File: config.mk
export PLATFORM = sky130hd
export DESIGN_NAME = agclf_loop_filter
export DESIGN_NICKNAME = d
export VERILOG_FILES = /design/src/core/agclf_pkg.sv /design/src/core/agclf_sync.sv /design/src/core/agclf_err_scaler.sv /design/src/core/agclf_loop_filter.sv
export SDC_FILE = /design/constraint.sdc
export NUM_CORES = 1
export LEC_CHECK = 0
export BUFFER_PORTS_ARGS = -buffer_cell sky130_fd_sc_hd__buf_4
export CORE_ASPECT_RATIO = 1.1
export CORE_UTILIZATION = 28
export DETAILED_ROUTE_END_ITERATION = 7
export GPL_ROUTABILITY_DRIVEN = 0
export GPL_TIMING_DRIVEN = 1
export SLEW_MARGIN = 20
export SYNTH_ARGS = -nofsm -noshare
export SYNTH_HDL_FRONTEND = slang
export SYNTH_HIERARCHICAL = 1
export SYNTH_SLANG_ARGS = --single-unit
File: constraint.sdc
create_clock -name i_sys_clk -period 12.8 [get_ports i_sys_clk]
set_clock_uncertainty 0.05 [all_clocks]
set_input_delay 1.28 -clock i_sys_clk [delete_from_list [all_inputs] [get_ports i_sys_clk]]
set_output_delay 1.28 -clock i_sys_clk [all_outputs]
set_load 0.01 [all_outputs]
File: src/core/agclf_pkg.sv
`default_nettype none
package agclf_pkg;
	// Control word addresses on the microprocessor write port
	localparam logic [7:0] AGCLF_CW_LOOP_PARAM = 8'h08;
	localparam logic [7:0] AGCLF_CW_GAIN_LIMITS = 8'h09;
	localparam logic [7:0] AGCLF_CW_BACKEND_RESET = 8'h19;
	localparam logic [7:0] AGCLF_CW_EXT_CONFIG = 8'h1b;

	// Loop parameter word fields
	localparam int AGCLF_SET0_LSB = 0;
	localparam int AGCLF_SET1_LSB = 8;
	localparam int AGCLF_MAGNITUDE_TARGET_LSB = 16;
	localparam int AGCLF_MAGNITUDE_TARGET_W = 13;

	// Limit word fields
	localparam int AGCLF_LIM_LO_LSB = 0;
	localparam int AGCLF_LIM_HI_LSB = 16;
	localparam int AGCLF_LIM_W = 12;

	// Extended configuration bits
	localparam int AGCLF_RETAIN_BIT = 15;
	localparam int AGCLF_MEDIAN_BIT = 16;

	// Datapath geometry
	localparam int AGCLF_ACC_W = 32;
	localparam int AGCLF_ERR_W = 14;
	localparam int AGCLF_TERM_W = 34;
	localparam int AGCLF_ALIGN = 11;
	localparam int AGCLF_LIM_PAD = 20;
	localparam int AGCLF_GAIN_W = 20;
	localparam logic [3:0] AGCLF_EXP_MAX = 4'hf;

	// Fixed median-mode errors, 13-bit two's complement
	localparam logic [12:0] AGCLF_STEP_POS = 13'h0400;
	localparam logic [12:0] AGCLF_STEP_NEG = 13'h1c00;

	// Values after reset
	localparam logic [31:0] AGCLF_LOOP_PARAM_RST = 32'h0000_0000;
	localparam logic [31:0] AGCLF_GAIN_LIMITS_RST = 32'h0000_0000;
	localparam logic [31:0] AGCLF_EXT_CONFIG_RST = 32'h0000_0000;
	localparam logic [31:0] AGCLF_ACC_RST = 32'h0000_0000;

	// One loop gain setting
	typedef struct packed {
		logic [3:0] loop_gain_exponent;
		logic [3:0] loop_gain_mantissa;
	} agclf_loop_gain_t;

	// One gain limit
	typedef struct packed {
		logic [3:0] exponent;
		logic [7:0] mantissa;
	} agclf_limit_t;

	// Control word write strobe with address and data
	typedef struct packed {
		logic wr;
		logic [7:0] addr;
		logic [31:0] data;
	} agclf_cw_write_t;

	typedef enum logic [0:0] {
		AGCLF_MODE_MEAN = 1'b0,
		AGCLF_MODE_MEDIAN = 1'b1
	} agclf_mode_t;
endpackage
`default_nettype wire

File: src/core/agclf_sync.sv
`default_nettype none
// Two-flop synchroniser for pin levels
module agclf_sync #(
	parameter int W = 1
) (
	input wire logic i_sys_clk,
	input wire logic i_resetn,
	input wire logic [W-1:0] i_async,
	output logic [W-1:0] o_sync
);
	logic [W-1:0] meta_reg;

	// First stage feeds only the second stage
	always_ff @(posedge i_sys_clk) begin
		if (!i_resetn) begin
			meta_reg <= '0;
			o_sync <= '0;
		end else begin
			meta_reg <= i_async;
			o_sync <= meta_reg;
		end
	end
endmodule
`default_nettype wire

File: src/core/agclf_err_scaler.sv
`default_nettype none
// Scales the gain error by mantissa/16 and by 2^-(15-E), aligned to accumulator
module agclf_err_scaler (
	input wire logic signed [agclf_pkg::AGCLF_ERR_W-1:0] i_err,
	input wire agclf_pkg::agclf_loop_gain_t i_gain,
	output logic signed [agclf_pkg::AGCLF_TERM_W-1:0] o_term
);
	logic signed [18:0] prod;
	logic signed [agclf_pkg::AGCLF_TERM_W-1:0] ext;
	logic signed [agclf_pkg::AGCLF_TERM_W-1:0] aligned;
	logic [3:0] shamt;

	// Mantissa code over sixteen, exponent as right shift of 15-E
	// Operands widened first so the product never shrinks to the error width
	assign prod = 19'(i_err) * 19'($signed({1'b0, i_gain.loop_gain_mantissa}));
	assign ext = agclf_pkg::AGCLF_TERM_W'(prod);
	assign aligned = ext <<< agclf_pkg::AGCLF_ALIGN;
	assign shamt = agclf_pkg::AGCLF_EXP_MAX - i_gain.loop_gain_exponent;
	assign o_term = aligned >>> shamt;
endmodule
`default_nettype wire

File: src/core/agclf_loop_filter.sv
// Behaviour
// - two mantissa/exponent loop gains in bits 0-15
// - select pin low picks set 0, high set 1
// - accumulator clamped between programmed gain limits
// - limit is 8-bit mantissa, 4-bit exponent
// - upper limit bits 16-27, lower 0-11
// - exponent top four bits, mantissa low eight
// - loop mantissa scales error by code/16
// - loop exponent attenuates by 2^(15-E)
// - retain bit spares accumulator from back-end reset
// - bit 16 selects median, else mean mode
// - mean mode adds scaled signed error
// - median mode uses fixed step by error sign
// - median step scaled by same loop gain
// - one accumulator update per output sample
// - error is threshold minus magnitude
// - gain captured only when multiplier loads data
`default_nettype none
module agclf_loop_filter (
	input wire logic i_sys_clk,
	input wire logic i_resetn,
	input wire logic i_cw_wr,
	input wire logic [7:0] i_cw_addr,
	input wire logic [31:0] i_cw_data,
	input wire logic i_loop_gain_select_pin,
	input wire logic i_second_sync_input,
	input wire logic i_sample_valid,
	input wire logic [agclf_pkg::AGCLF_MAGNITUDE_TARGET_W-1:0] i_magnitude,
	input wire logic i_mult_load,
	output logic [agclf_pkg::AGCLF_GAIN_W-1:0] o_gain,
	output logic o_active_gain_set,
	output logic o_median_mode
);
	localparam int ACC_W = agclf_pkg::AGCLF_ACC_W;
	localparam int TERM_W = agclf_pkg::AGCLF_TERM_W;

	agclf_pkg::agclf_cw_write_t cw;
	logic [31:0] loop_params_reg;
	logic [31:0] gain_limits_reg;
	logic [31:0] ext_config_reg;
	logic [ACC_W-1:0] acc_reg;
	logic [ACC_W-1:0] acc_next;
	logic sync_d_reg;
	logic [1:0] pins_sync;
	logic sel_sync;
	logic sync_lvl;

	// Bundle the control word write
	assign cw = '{wr: i_cw_wr, addr: i_cw_addr, data: i_cw_data};

	function automatic logic cw_hit(input agclf_pkg::agclf_cw_write_t w,
		input logic [7:0] a);
		cw_hit = w.wr && (w.addr == a);
	endfunction

	wire wr_loop = cw_hit(cw, agclf_pkg::AGCLF_CW_LOOP_PARAM);
	wire wr_limits = cw_hit(cw, agclf_pkg::AGCLF_CW_GAIN_LIMITS);
	wire wr_ext = cw_hit(cw, agclf_pkg::AGCLF_CW_EXT_CONFIG);
	wire wr_backend = cw_hit(cw, agclf_pkg::AGCLF_CW_BACKEND_RESET);

	// Control word storage
	always_ff @(posedge i_sys_clk) begin
		if (!i_resetn) begin
			loop_params_reg <= agclf_pkg::AGCLF_LOOP_PARAM_RST;
			gain_limits_reg <= agclf_pkg::AGCLF_GAIN_LIMITS_RST;
			ext_config_reg <= agclf_pkg::AGCLF_EXT_CONFIG_RST;
		end else begin
			if (wr_loop) begin
				loop_params_reg <= cw.data;
			end
			if (wr_limits) begin
				gain_limits_reg <= cw.data;
			end
			if (wr_ext) begin
				ext_config_reg <= cw.data;
			end
		end
	end

	// Pins come from outside the clock domain
	agclf_sync #(.W(2)) u_pin_sync (
		.i_sys_clk(i_sys_clk),
		.i_resetn(i_resetn),
		.i_async({i_second_sync_input, i_loop_gain_select_pin}),
		.o_sync(pins_sync)
	);
	assign sel_sync = pins_sync[0];
	assign sync_lvl = pins_sync[1];

	// Rising edge of the synchronised sync input
	always_ff @(posedge i_sys_clk) begin
		if (!i_resetn) begin
			sync_d_reg <= 1'b0;
		end else begin
			sync_d_reg <= sync_lvl;
		end
	end
	wire sync_rise = sync_lvl && !sync_d_reg;

	// Field decode
	agclf_pkg::agclf_loop_gain_t gain_set0;
	agclf_pkg::agclf_loop_gain_t gain_set1;
	agclf_pkg::agclf_loop_gain_t gain_used;
	agclf_pkg::agclf_limit_t lim_hi;
	agclf_pkg::agclf_limit_t lim_lo;
	agclf_pkg::agclf_mode_t mode;
	logic [agclf_pkg::AGCLF_MAGNITUDE_TARGET_W-1:0] magnitude_target;
	logic retain;

	assign gain_set0 = loop_params_reg[agclf_pkg::AGCLF_SET0_LSB +: 8];
	assign gain_set1 = loop_params_reg[agclf_pkg::AGCLF_SET1_LSB +: 8];
	assign gain_used = sel_sync ? gain_set1 : gain_set0;
	assign magnitude_target = loop_params_reg[agclf_pkg::AGCLF_MAGNITUDE_TARGET_LSB +: agclf_pkg::AGCLF_MAGNITUDE_TARGET_W];
	// Exponent in top nibble by struct layout
	assign lim_hi = gain_limits_reg[agclf_pkg::AGCLF_LIM_HI_LSB +: agclf_pkg::AGCLF_LIM_W];
	assign lim_lo = gain_limits_reg[agclf_pkg::AGCLF_LIM_LO_LSB +: agclf_pkg::AGCLF_LIM_W];
	assign retain = ext_config_reg[agclf_pkg::AGCLF_RETAIN_BIT];
	assign mode = agclf_pkg::agclf_mode_t'(ext_config_reg[agclf_pkg::AGCLF_MEDIAN_BIT]);

	// Error detector: threshold minus magnitude, both unsigned
	logic signed [agclf_pkg::AGCLF_ERR_W-1:0] err_true;
	logic signed [agclf_pkg::AGCLF_ERR_W-1:0] err_step;
	logic signed [agclf_pkg::AGCLF_ERR_W-1:0] err_used;
	assign err_true = $signed({1'b0, magnitude_target}) - $signed({1'b0, i_magnitude});

	// Median replaces the error by a fixed step; zero counts as positive
	assign err_step = err_true[agclf_pkg::AGCLF_ERR_W-1] ?
		$signed({agclf_pkg::AGCLF_STEP_NEG[12], agclf_pkg::AGCLF_STEP_NEG}) :
		$signed({agclf_pkg::AGCLF_STEP_POS[12], agclf_pkg::AGCLF_STEP_POS});
	assign err_used = (mode == agclf_pkg::AGCLF_MODE_MEDIAN) ? err_step : err_true;

	// Both modes pass through the same scaler
	logic signed [TERM_W-1:0] term;
	agclf_err_scaler u_scaler (
		.i_err(err_used),
		.i_gain(gain_used),
		.o_term(term)
	);

	// Limits occupy the top twelve accumulator bits
	logic signed [TERM_W-1:0] sum;
	logic signed [TERM_W-1:0] hi_ext;
	logic signed [TERM_W-1:0] lo_ext;
	assign sum = $signed({2'b00, acc_reg}) + term;
	assign hi_ext = $signed({2'b00, lim_hi, {agclf_pkg::AGCLF_LIM_PAD{1'b0}}});
	assign lo_ext = $signed({2'b00, lim_lo, {agclf_pkg::AGCLF_LIM_PAD{1'b0}}});

	// Saturate rather than wrap; if limits cross, a sum below the lower limit takes it, any other sum the upper
	always_comb begin
		if (sum < lo_ext) begin
			acc_next = ACC_W'(lo_ext);
		end else if (sum > hi_ext) begin
			acc_next = ACC_W'(hi_ext);
		end else begin
			acc_next = ACC_W'(sum);
		end
	end

	// Back-end reset honours retain; the sync pin always clears
	wire acc_clear = sync_rise || (wr_backend && !retain);

	// One update per output sample; clear beats a same-cycle sample
	always_ff @(posedge i_sys_clk) begin
		if (!i_resetn) begin
			acc_reg <= agclf_pkg::AGCLF_ACC_RST;
		end else if (acc_clear) begin
			acc_reg <= agclf_pkg::AGCLF_ACC_RST;
		end else if (i_sample_valid) begin
			acc_reg <= acc_next;
		end
	end

	// Gain handed to the multiplier only as it loads a new sample
	always_ff @(posedge i_sys_clk) begin
		if (!i_resetn) begin
			o_gain <= '0;
			o_active_gain_set <= 1'b0;
			o_median_mode <= 1'b0;
		end else begin
			if (i_mult_load) begin
				o_gain <= acc_reg[ACC_W-1 -: agclf_pkg::AGCLF_GAIN_W];
			end
			o_active_gain_set <= sel_sync;
			o_median_mode <= (mode == agclf_pkg::AGCLF_MODE_MEDIAN);
		end
	end

	// Checks
	wire upd = i_sample_valid && !acc_clear;
	wire lims_ok = lo_ext <= hi_ext;
	wire median_sel = mode == agclf_pkg::AGCLF_MODE_MEDIAN;
	wire [agclf_pkg::AGCLF_GAIN_W-1:0] acc_top = acc_reg[ACC_W-1 -: agclf_pkg::AGCLF_GAIN_W];

	property p_acc_below_hi;
		@(posedge i_sys_clk) disable iff (!i_resetn)
		upd && lims_ok && !wr_limits |=> $signed({2'b00, acc_reg}) <= $past(hi_ext);
	endproperty
	a_acc_below_hi: assert property (p_acc_below_hi) else $error("acc above hi");

	property p_acc_above_lo;
		@(posedge i_sys_clk) disable iff (!i_resetn)
		upd && !wr_limits |=> $signed({2'b00, acc_reg}) >= $past(lo_ext);
	endproperty
	a_acc_above_lo: assert property (p_acc_above_lo) else $error("acc below lo");

	property p_clear;
		@(posedge i_sys_clk) disable iff (!i_resetn)
		wr_backend && !retain |=> acc_reg == agclf_pkg::AGCLF_ACC_RST;
	endproperty
	a_clear: assert property (p_clear) else $error("backend reset missed");

	property p_retain;
		@(posedge i_sys_clk) disable iff (!i_resetn)
		wr_backend && retain && !sync_rise && !i_sample_valid |=> $stable(acc_reg);
	endproperty
	a_retain: assert property (p_retain) else $error("retained acc lost");

	property p_hold;
		@(posedge i_sys_clk) disable iff (!i_resetn)
		!i_sample_valid && !acc_clear |=> $stable(acc_reg);
	endproperty
	a_hold: assert property (p_hold) else $error("acc moved without sample");

	property p_sel_path;
		@(posedge i_sys_clk) disable iff (!i_resetn)
		i_loop_gain_select_pin [*3] |=> o_active_gain_set;
	endproperty
	a_sel_path: assert property (p_sel_path) else $error("gain set not followed");

	// Sign of the true error alone picks the step, so each sign is checked apart
	property p_median_err;
		@(posedge i_sys_clk) disable iff (!i_resetn)
		median_sel && !err_true[agclf_pkg::AGCLF_ERR_W-1] |-> err_used == 14'sh0400;
	endproperty
	a_median_err: assert property (p_median_err) else $error("median step wrong");

	property p_median_neg;
		@(posedge i_sys_clk) disable iff (!i_resetn)
		median_sel && err_true[agclf_pkg::AGCLF_ERR_W-1] |-> err_used == 14'sh3c00;
	endproperty
	a_median_neg: assert property (p_median_neg) else $error("median neg step wrong");

	property p_gain_capture;
		@(posedge i_sys_clk) disable iff (!i_resetn)
		!i_mult_load |=> $stable(o_gain);
	endproperty
	a_gain_capture: assert property (p_gain_capture) else $error("gain changed early");

	property p_zero_gain;
		@(posedge i_sys_clk) disable iff (!i_resetn)
		upd && gain_used.loop_gain_mantissa == 4'h0 && sum >= lo_ext && sum <= hi_ext
			|=> $stable(acc_reg);
	endproperty
	a_zero_gain: assert property (p_zero_gain) else $error("zero gain moved acc");

	// The sync pin clears regardless of the retain bit
	property p_sync_clear;
		@(posedge i_sys_clk) disable iff (!i_resetn)
		sync_rise |=> acc_reg == agclf_pkg::AGCLF_ACC_RST;
	endproperty
	a_sync_clear: assert property (p_sync_clear) else $error("sync clear missed");

	property p_set0_path;
		@(posedge i_sys_clk) disable iff (!i_resetn)
		!i_loop_gain_select_pin [*3] |=> !o_active_gain_set;
	endproperty
	a_set0_path: assert property (p_set0_path) else $error("gain set 0 not followed");

	// Overshoot lands exactly on the limit instead of wrapping
	property p_hi_pin;
		@(posedge i_sys_clk) disable iff (!i_resetn)
		upd && lims_ok && sum > hi_ext |=> $signed({2'b00, acc_reg}) == $past(hi_ext);
	endproperty
	a_hi_pin: assert property (p_hi_pin) else $error("acc not held at hi");

	property p_lo_pin;
		@(posedge i_sys_clk) disable iff (!i_resetn)
		upd && sum < lo_ext |=> $signed({2'b00, acc_reg}) == $past(lo_ext);
	endproperty
	a_lo_pin: assert property (p_lo_pin) else $error("acc not held at lo");

	property p_gain_load;
		@(posedge i_sys_clk) disable iff (!i_resetn)
		i_mult_load |=> o_gain == $past(acc_top);
	endproperty
	a_gain_load: assert property (p_gain_load) else $error("gain not loaded");

	property p_mode_out;
		@(posedge i_sys_clk) disable iff (!i_resetn)
		1'b1 |=> o_median_mode == $past(median_sel);
	endproperty
	a_mode_out: assert property (p_mode_out) else $error("mode flag stale");

	c_median_upd: cover property (@(posedge i_sys_clk) disable iff (!i_resetn)
		upd && mode == agclf_pkg::AGCLF_MODE_MEDIAN);
	c_clamp_hi: cover property (@(posedge i_sys_clk) disable iff (!i_resetn)
		upd && sum > hi_ext);
	c_retain: cover property (@(posedge i_sys_clk) disable iff (!i_resetn)
		wr_backend && retain);
	c_set1: cover property (@(posedge i_sys_clk) disable iff (!i_resetn)
		upd && sel_sync);
	c_clamp_lo: cover property (@(posedge i_sys_clk) disable iff (!i_resetn)
		upd && sum < lo_ext);
endmodule
`default_nettype wire

# Word level (Yosys, flattened, before mapping)
# Index checks and enable logic that the tools add are counted.
[totals] latchBits=0 romBits=0 ram_bits=0 register_bits=133 output_inout_bits=22 memories=0
[op_classes] n_addsub=3 n_reduce_logical=10 mux=5 bitwise_logic=1 n_lt_le_gt_ge=2 n_eq_ne=4 n_shift=1 n_mul=1 n_div=0
[op_table] operator="$mux 32" count=2
[op_table] operator="$add 33x34->34" count=1
[op_table] operator="$gt 34x33->1" count=1
[op_table] operator="$lt 34x33->1" count=1
[op_table] operator="$sshr 30x4->34" count=1
[op_table] operator="$mux 14" count=2
[op_table] operator="$mul 14x5->19" count=1
[op_table] operator="$eq 8x4->1 const B" count=2
[op_table] operator="$eq 8x5->1 const B" count=2
[op_table] operator="$sub 13x13->14" count=1
[op_table] operator="$mux 8" count=1
[op_table] operator="$logic_and 1x1->1" count=6
[op_table] operator="$sub 4x4->4 const A" count=1
[op_table] operator="$logic_not 1->1" count=2
[op_table] operator="$reduce_or 2->1" count=1
[op_table] operator="$logic_or 1x1->1" count=1
[op_table] operator="$not 1->1" count=1

# Depth between registers and ports, before layout
[logic_depth] word_depth=9 ltp_mapped=52 mapped_depth_nobuf=50

# Modules after synthesis
# The synthesis kept the hierarchy.
[modules_own_cells] module="agclf_loop_filter" instances=1 seq_area_each_um2=2202.1 cells_per_inst=848 area_each_um2=7489.7
[modules_own_cells] module="agclf_err_scaler" instances=1 seq_area_each_um2=0.0 cells_per_inst=427 area_each_um2=3218.1
[modules_own_cells] module="agclf_sync" instances=1 seq_area_each_um2=80.1 cells_per_inst=8 area_each_um2=105.1

# Least setup slack after synthesis
# Ideal clock, no wire load.
[synth_path] kind="input to register" start="input i_magnitude[0] in the netlist's numbering" end="register acc_reg[20]" cell_stages=50 t_arrival_ns=11.128 slack_ns=1.497 setup_time_ns=0.126 t_required_ns=12.624 path_cell_list="ha_1 -> inv_1 -> fa_1 -> a21o_1 -> a21oi_1 -> o21ai_0 -> a21oi_1 -> nor2b_1 -> o21a_1 -> o31a_1 -> o41ai_1 -> xor2_1 -> o21ai_0 -> and2_1 -> ha_1 -> fa_1 -> inv_1 -> fa_1 -> (+14 left out) -> a31oi_4 -> a41oi_4 -> a221oi_4 -> o21ai_1 -> a21o_1 -> a21oi_1 -> xnor2_1 -> ha_1 -> and4b_1 -> nand4_1 -> a2111oi_0 -> o211ai_1 -> nor4_1 -> nand4_1 -> a22oi_4 -> buf_6 -> mux2i_1 -> o221ai_2"
[synth_via] elab_chain_len=9
[synth_rtl] element="start, declared" line="agclf_loop_filter.sv:28" text="input wire logic [agclf_pkg::AGCLF_MAGNITUDE_TARGET_W-1:0] i_magnitude,"
[synth_rtl] element="$sub 13x13->14 (*)" line="agclf_loop_filter.sv:124" text="assign err_true = $signed({1'b0, magnitude_target}) - $signed({1'b0, i_magnitude});"
[synth_rtl] element="$mux 14" line="agclf_loop_filter.sv:127" text="assign err_step = err_true[agclf_pkg::AGCLF_ERR_W-1] ?"
[synth_rtl] element="$mux 14 (*)" line="agclf_loop_filter.sv:130" text="assign err_used = (mode == agclf_pkg::AGCLF_MODE_MEDIAN) ? err_step : err_true;"
[synth_rtl] element="via err_used, one bit" line="agclf_loop_filter.sv:123" text="logic signed [agclf_pkg::AGCLF_ERR_W-1:0] err_used;"
[synth_rtl] element="$mul 14x5->19 (*)" line="agclf_err_scaler.sv:15" text="assign prod = 19'(i_err) * 19'($signed({1'b0, i_gain.loop_gain_mantissa}));"
[synth_rtl] element="$sshr 30x4->34 (*)" line="agclf_err_scaler.sv:19" text="assign o_term = aligned >>> shamt;"
[synth_rtl] element="via term[14]" line="agclf_loop_filter.sv:133" text="logic signed [TERM_W-1:0] term;"
[synth_rtl] element="$add 33x34->34 (*)" line="agclf_loop_filter.sv:144" text="assign sum = $signed({2'b00, acc_reg}) + term;"
[synth_rtl] element="$gt 34x33->1" line="agclf_loop_filter.sv:152" text="end else if (sum > hi_ext) begin"
[synth_rtl] element="$mux 32" line="agclf_loop_filter.sv:152"
[synth_rtl] element="$mux 32 (*)" line="agclf_loop_filter.sv:150" text="if (sum < lo_ext) begin"
[synth_rtl] element="end signal, assigned" line="agclf_loop_filter.sv:165" text="acc_reg <= agclf_pkg::AGCLF_ACC_RST;"
[synth_rtl] element="end signal, assigned" line="agclf_loop_filter.sv:167" text="acc_reg <= agclf_pkg::AGCLF_ACC_RST;"
[synth_rtl] element="end signal, assigned" line="agclf_loop_filter.sv:169" text="acc_reg <= acc_next;"
[synth_rtl] element="end, declared" line="agclf_loop_filter.sv:41" text="logic [ACC_W-1:0] acc_reg;"
# Mark *: on every way through the listed nets, which the timed path passes. The rest lies on a longest branch.
# A chain may end at the register's enable or synchronous reset.

# Final worst setup path
# Ends and elaborated chain as after synthesis.

==> results_dict.tcl <==
set metrics [dict create \
    status "finished, final reports clean" \
    worst_pin_slew_ns 0.701 \
    grt_overflow_total 0 \
    cp.arrival_ns 12.22 \
    ys_warn_count 6 \
    synth_fa_ha_area_frac 0.178 \
    die_y_um 208 \
    drt-total-wl_um 29400 \
    synthTopCellsByArea "dfxtp_1 21%, ha_1 12%, mux2i_1 6.9%" \
    fin_nets 1553 \
    coreArea_um2 38100 \
    relSlewSlack 0.532 \
    clkTransAtPathRegs_ns 0.06 \
    power_mw 0.923 \
    postCtsHoldBufs 0 \
    clk_latency_ns 0.43 \
    die_area_um2 39400 \
    place.port_buffers 78 \
    hold_violations 0 \
    largest_reg_flops 32 \
    synth_top_area_cell "dfxtp_1" \
    ctsResizeCount 0 \
    drc 0 \
    rsz0062_at_grt "false" \
    powerDensity_nw_per_um2 72.7 \
    muxShareOfSynthArea 0.0931 \
    synthFlopType "dfxtp_1" \
    holdCritPathClass "register to register" \
    synth_xor_area_frac 0.0404 \
    routedWlPerCell_um 15.7 \
    slowest_delay_ns 0.53 \
    num_rows 75 \
    cp-end-kind "register" \
    diodes 0 \
    utilization 0.333 \
    io_pins 82 \
    syn_to_final_growth_pct 17.4 \
    dpl.hpwl_um 23400 \
    cap_violations 0 \
    final_cells 1871 \
    synth_top_family_by_area "compound AO/OA/AOI/OAI gates" \
    power.leakage_nw 5.86 \
    synth-simple-area-share 0.203 \
    slew_viol_final 0 \
    synthesis.nets 1478 \
    fp.dieW_um 189 \
    grt_use_total 0.149 \
    vias 9389 \
    drtIter0Drc 675 \
    cts_tree "done" \
    synth_edf_count 0 \
    max-vdd-ir-drop_uv 94.9 \
    via_per_inst 5.02 \
    cts_made_buffers 17 \
    first_pass_iters 5 \
    grt_pass1_vias 9180 \
    post-route-period-util 0.935 \
    synth_cells 1283 \
    yosysSeqAreaShare 0.211 \
    crit_type "input pin to register" \
    grt_pass1_wl_um 47100 \
    htreeDepth 4 \
    ys_async_sr_fraction 0 \
    start_util 0.284 \
    synth_compound_area_frac 0.213 \
    root_buffer "clkbuf_16" \
    whs_ns 0.383 \
    start_kind "input pin" \
    grt_antenna_before_repair 0 \
    period_minus_slack_ns 11.97 \
    cts_buffer_depth 2 \
    post_route_cells_drive_above_1_share 0.151 \
    cp_max_fo 6 \
    postCtsSetupRepairBufs 0 \
    syn_area_per_cell_um2 8.43 \
    fin_setup_tns_ns 0 \
    syn_area_um2 10800 \
    ant_nets 0 \
    slowest_stage "a221oi_1" \
    cts_num_sinks 114 \
    required_ns 13.05 \
    fmax_mhz 83.6 \
    critPathMostFrequentCell "ha_1" \
    post-place-cells 1839 \
    grt_max_degree 84 \
    setup_viol 0 \
    synth_top_area_frac 0.211 \
    ys_ff_latch 114 \
    yosysUniqueCellTypes 88 \
]
-- kinds of logic (layout without fill, tap and decap cells) --
family          count (synthesis)  after routing
simple gates                  417            417
compound gates                317            317
xor+xnor                       49             49
buf+inv                       161            249
flops                         114            114
mux                            90             90
fa+ha+maj                     135            135
-- synth_stat cells (10+ instances only) --
| cell | instances |
|---|---|
| a21oi_1 | 67 |
| a22o_1 | 19 |
| o21ai_0 | 47 |
| a21o_1 | 23 |
| nand3_1 | 18 |
| dfxtp_1 | 114 |
| nor2_1 | 61 |
| a211oi_1 | 12 |
| o21ai_1 | 15 |
| mux2i_1 | 74 |
| nand2_1 | 123 |
| fa_1 | 31 |
| and2_1 | 61 |
| a21boi_0 | 32 |
| nand2b_1 | 10 |
| ha_1 | 104 |
| nor4_1 | 11 |
| nor3_1 | 20 |
| nor2b_1 | 57 |
| xnor2_1 | 30 |
| inv_1 | 103 |
| xor2_1 | 18 |
| clkbuf_1 | 36 |
-- layout by cell type, fill, tap and decap left out, types with 6 or more instances in the layout --
master and n:
or3_1 8, nor3_1 19, fa_1 31, clkbuf_16 17, o21ai_1 17, nor2b_1 57
nand2_1 123, a21o_1 23, mux2_2 9, inv_1 103, a211oi_1 10, a22o_1 19
xor2_1 18, nand3_1 18, o21ai_0 45, and3_1 7, o211ai_1 8, mux2i_1 74
nor4_1 10, nand2b_1 9, dfxtp_1 114, buf_4 110, a21oi_1 67, nor2_1 61
nand3b_1 6, and2_1 61, xnor2_1 29, o22ai_1 7, nand4_1 8, a21boi_0 32
o221ai_2 9, o21bai_1 9, ha_1 104, o21a_1 8
-- per-layer routing --
| metal | track usage | share of wire | vias up |
|---|---|---|---|
| met5 | 0 | 0 | - |
| met4 | 0.0542 | 0.031 | 0 |
| met3 | 0.0272 | 0.036 | 49 |
| met2 | 0.241 | 0.45 | 203 |
| met1 | 0.198 | 0.48 | 4424 |
| li1 | - | - | 4713 |
-- stage by stage --
step	worst slack [ns]	cell area (µm²)
floorplan	1.50	10800
global placement	0.0450	12000
detailed placement	0.0474	12000
CTS	0.402	12600
global route	0.0316	12700
finish	0.834	12700
-- final timing paths --
kind	start	endpoint	slack (ns)	cells after the start
setup / recovery	i_magnitude[0]	acc_reg[20]	0.83	51
hold / removal	u_pin_sync/meta_reg[1]	u_pin_sync/o_sync[1]	0.38	1
setup reg to reg	loop_params_reg[16]	acc_reg[20]	1.39	51
hold reg to reg	u_pin_sync/meta_reg[1]	u_pin_sync/o_sync[1]	0.38	1
-- power by group --
group          internal, mW  total, mW  switching [mW]
registers             0.356      0.357         0.00105
clock network         0.311      0.490           0.179
logic                0.0360     0.0758          0.0398
total                 0.703      0.923           0.220
-- critical path, delay by kind of cell --
family	cells	cell delay [ns]
compound gates	23	4.97
xor+xnor	2	0.37
fa+ha+maj	8	2.94
buf+inv	7	0.79
mux	1	0.23
simple gates	10	1.60
-- layout make-up --
| type | count | area, µm² |
|---|---|---|
| timing repair buffer | 112 | 866 |
| fill | 4056 | 25400 |
| inverter | 105 | 394 |
| clock buffer | 20 | 447 |
| multi-input combinational | 1008 | 7920 |
| sequential | 114 | 2280 |
| clock inverter | 12 | 155 |
| tap | 500 | 626 |
Power figures use the tool's default switching activity.
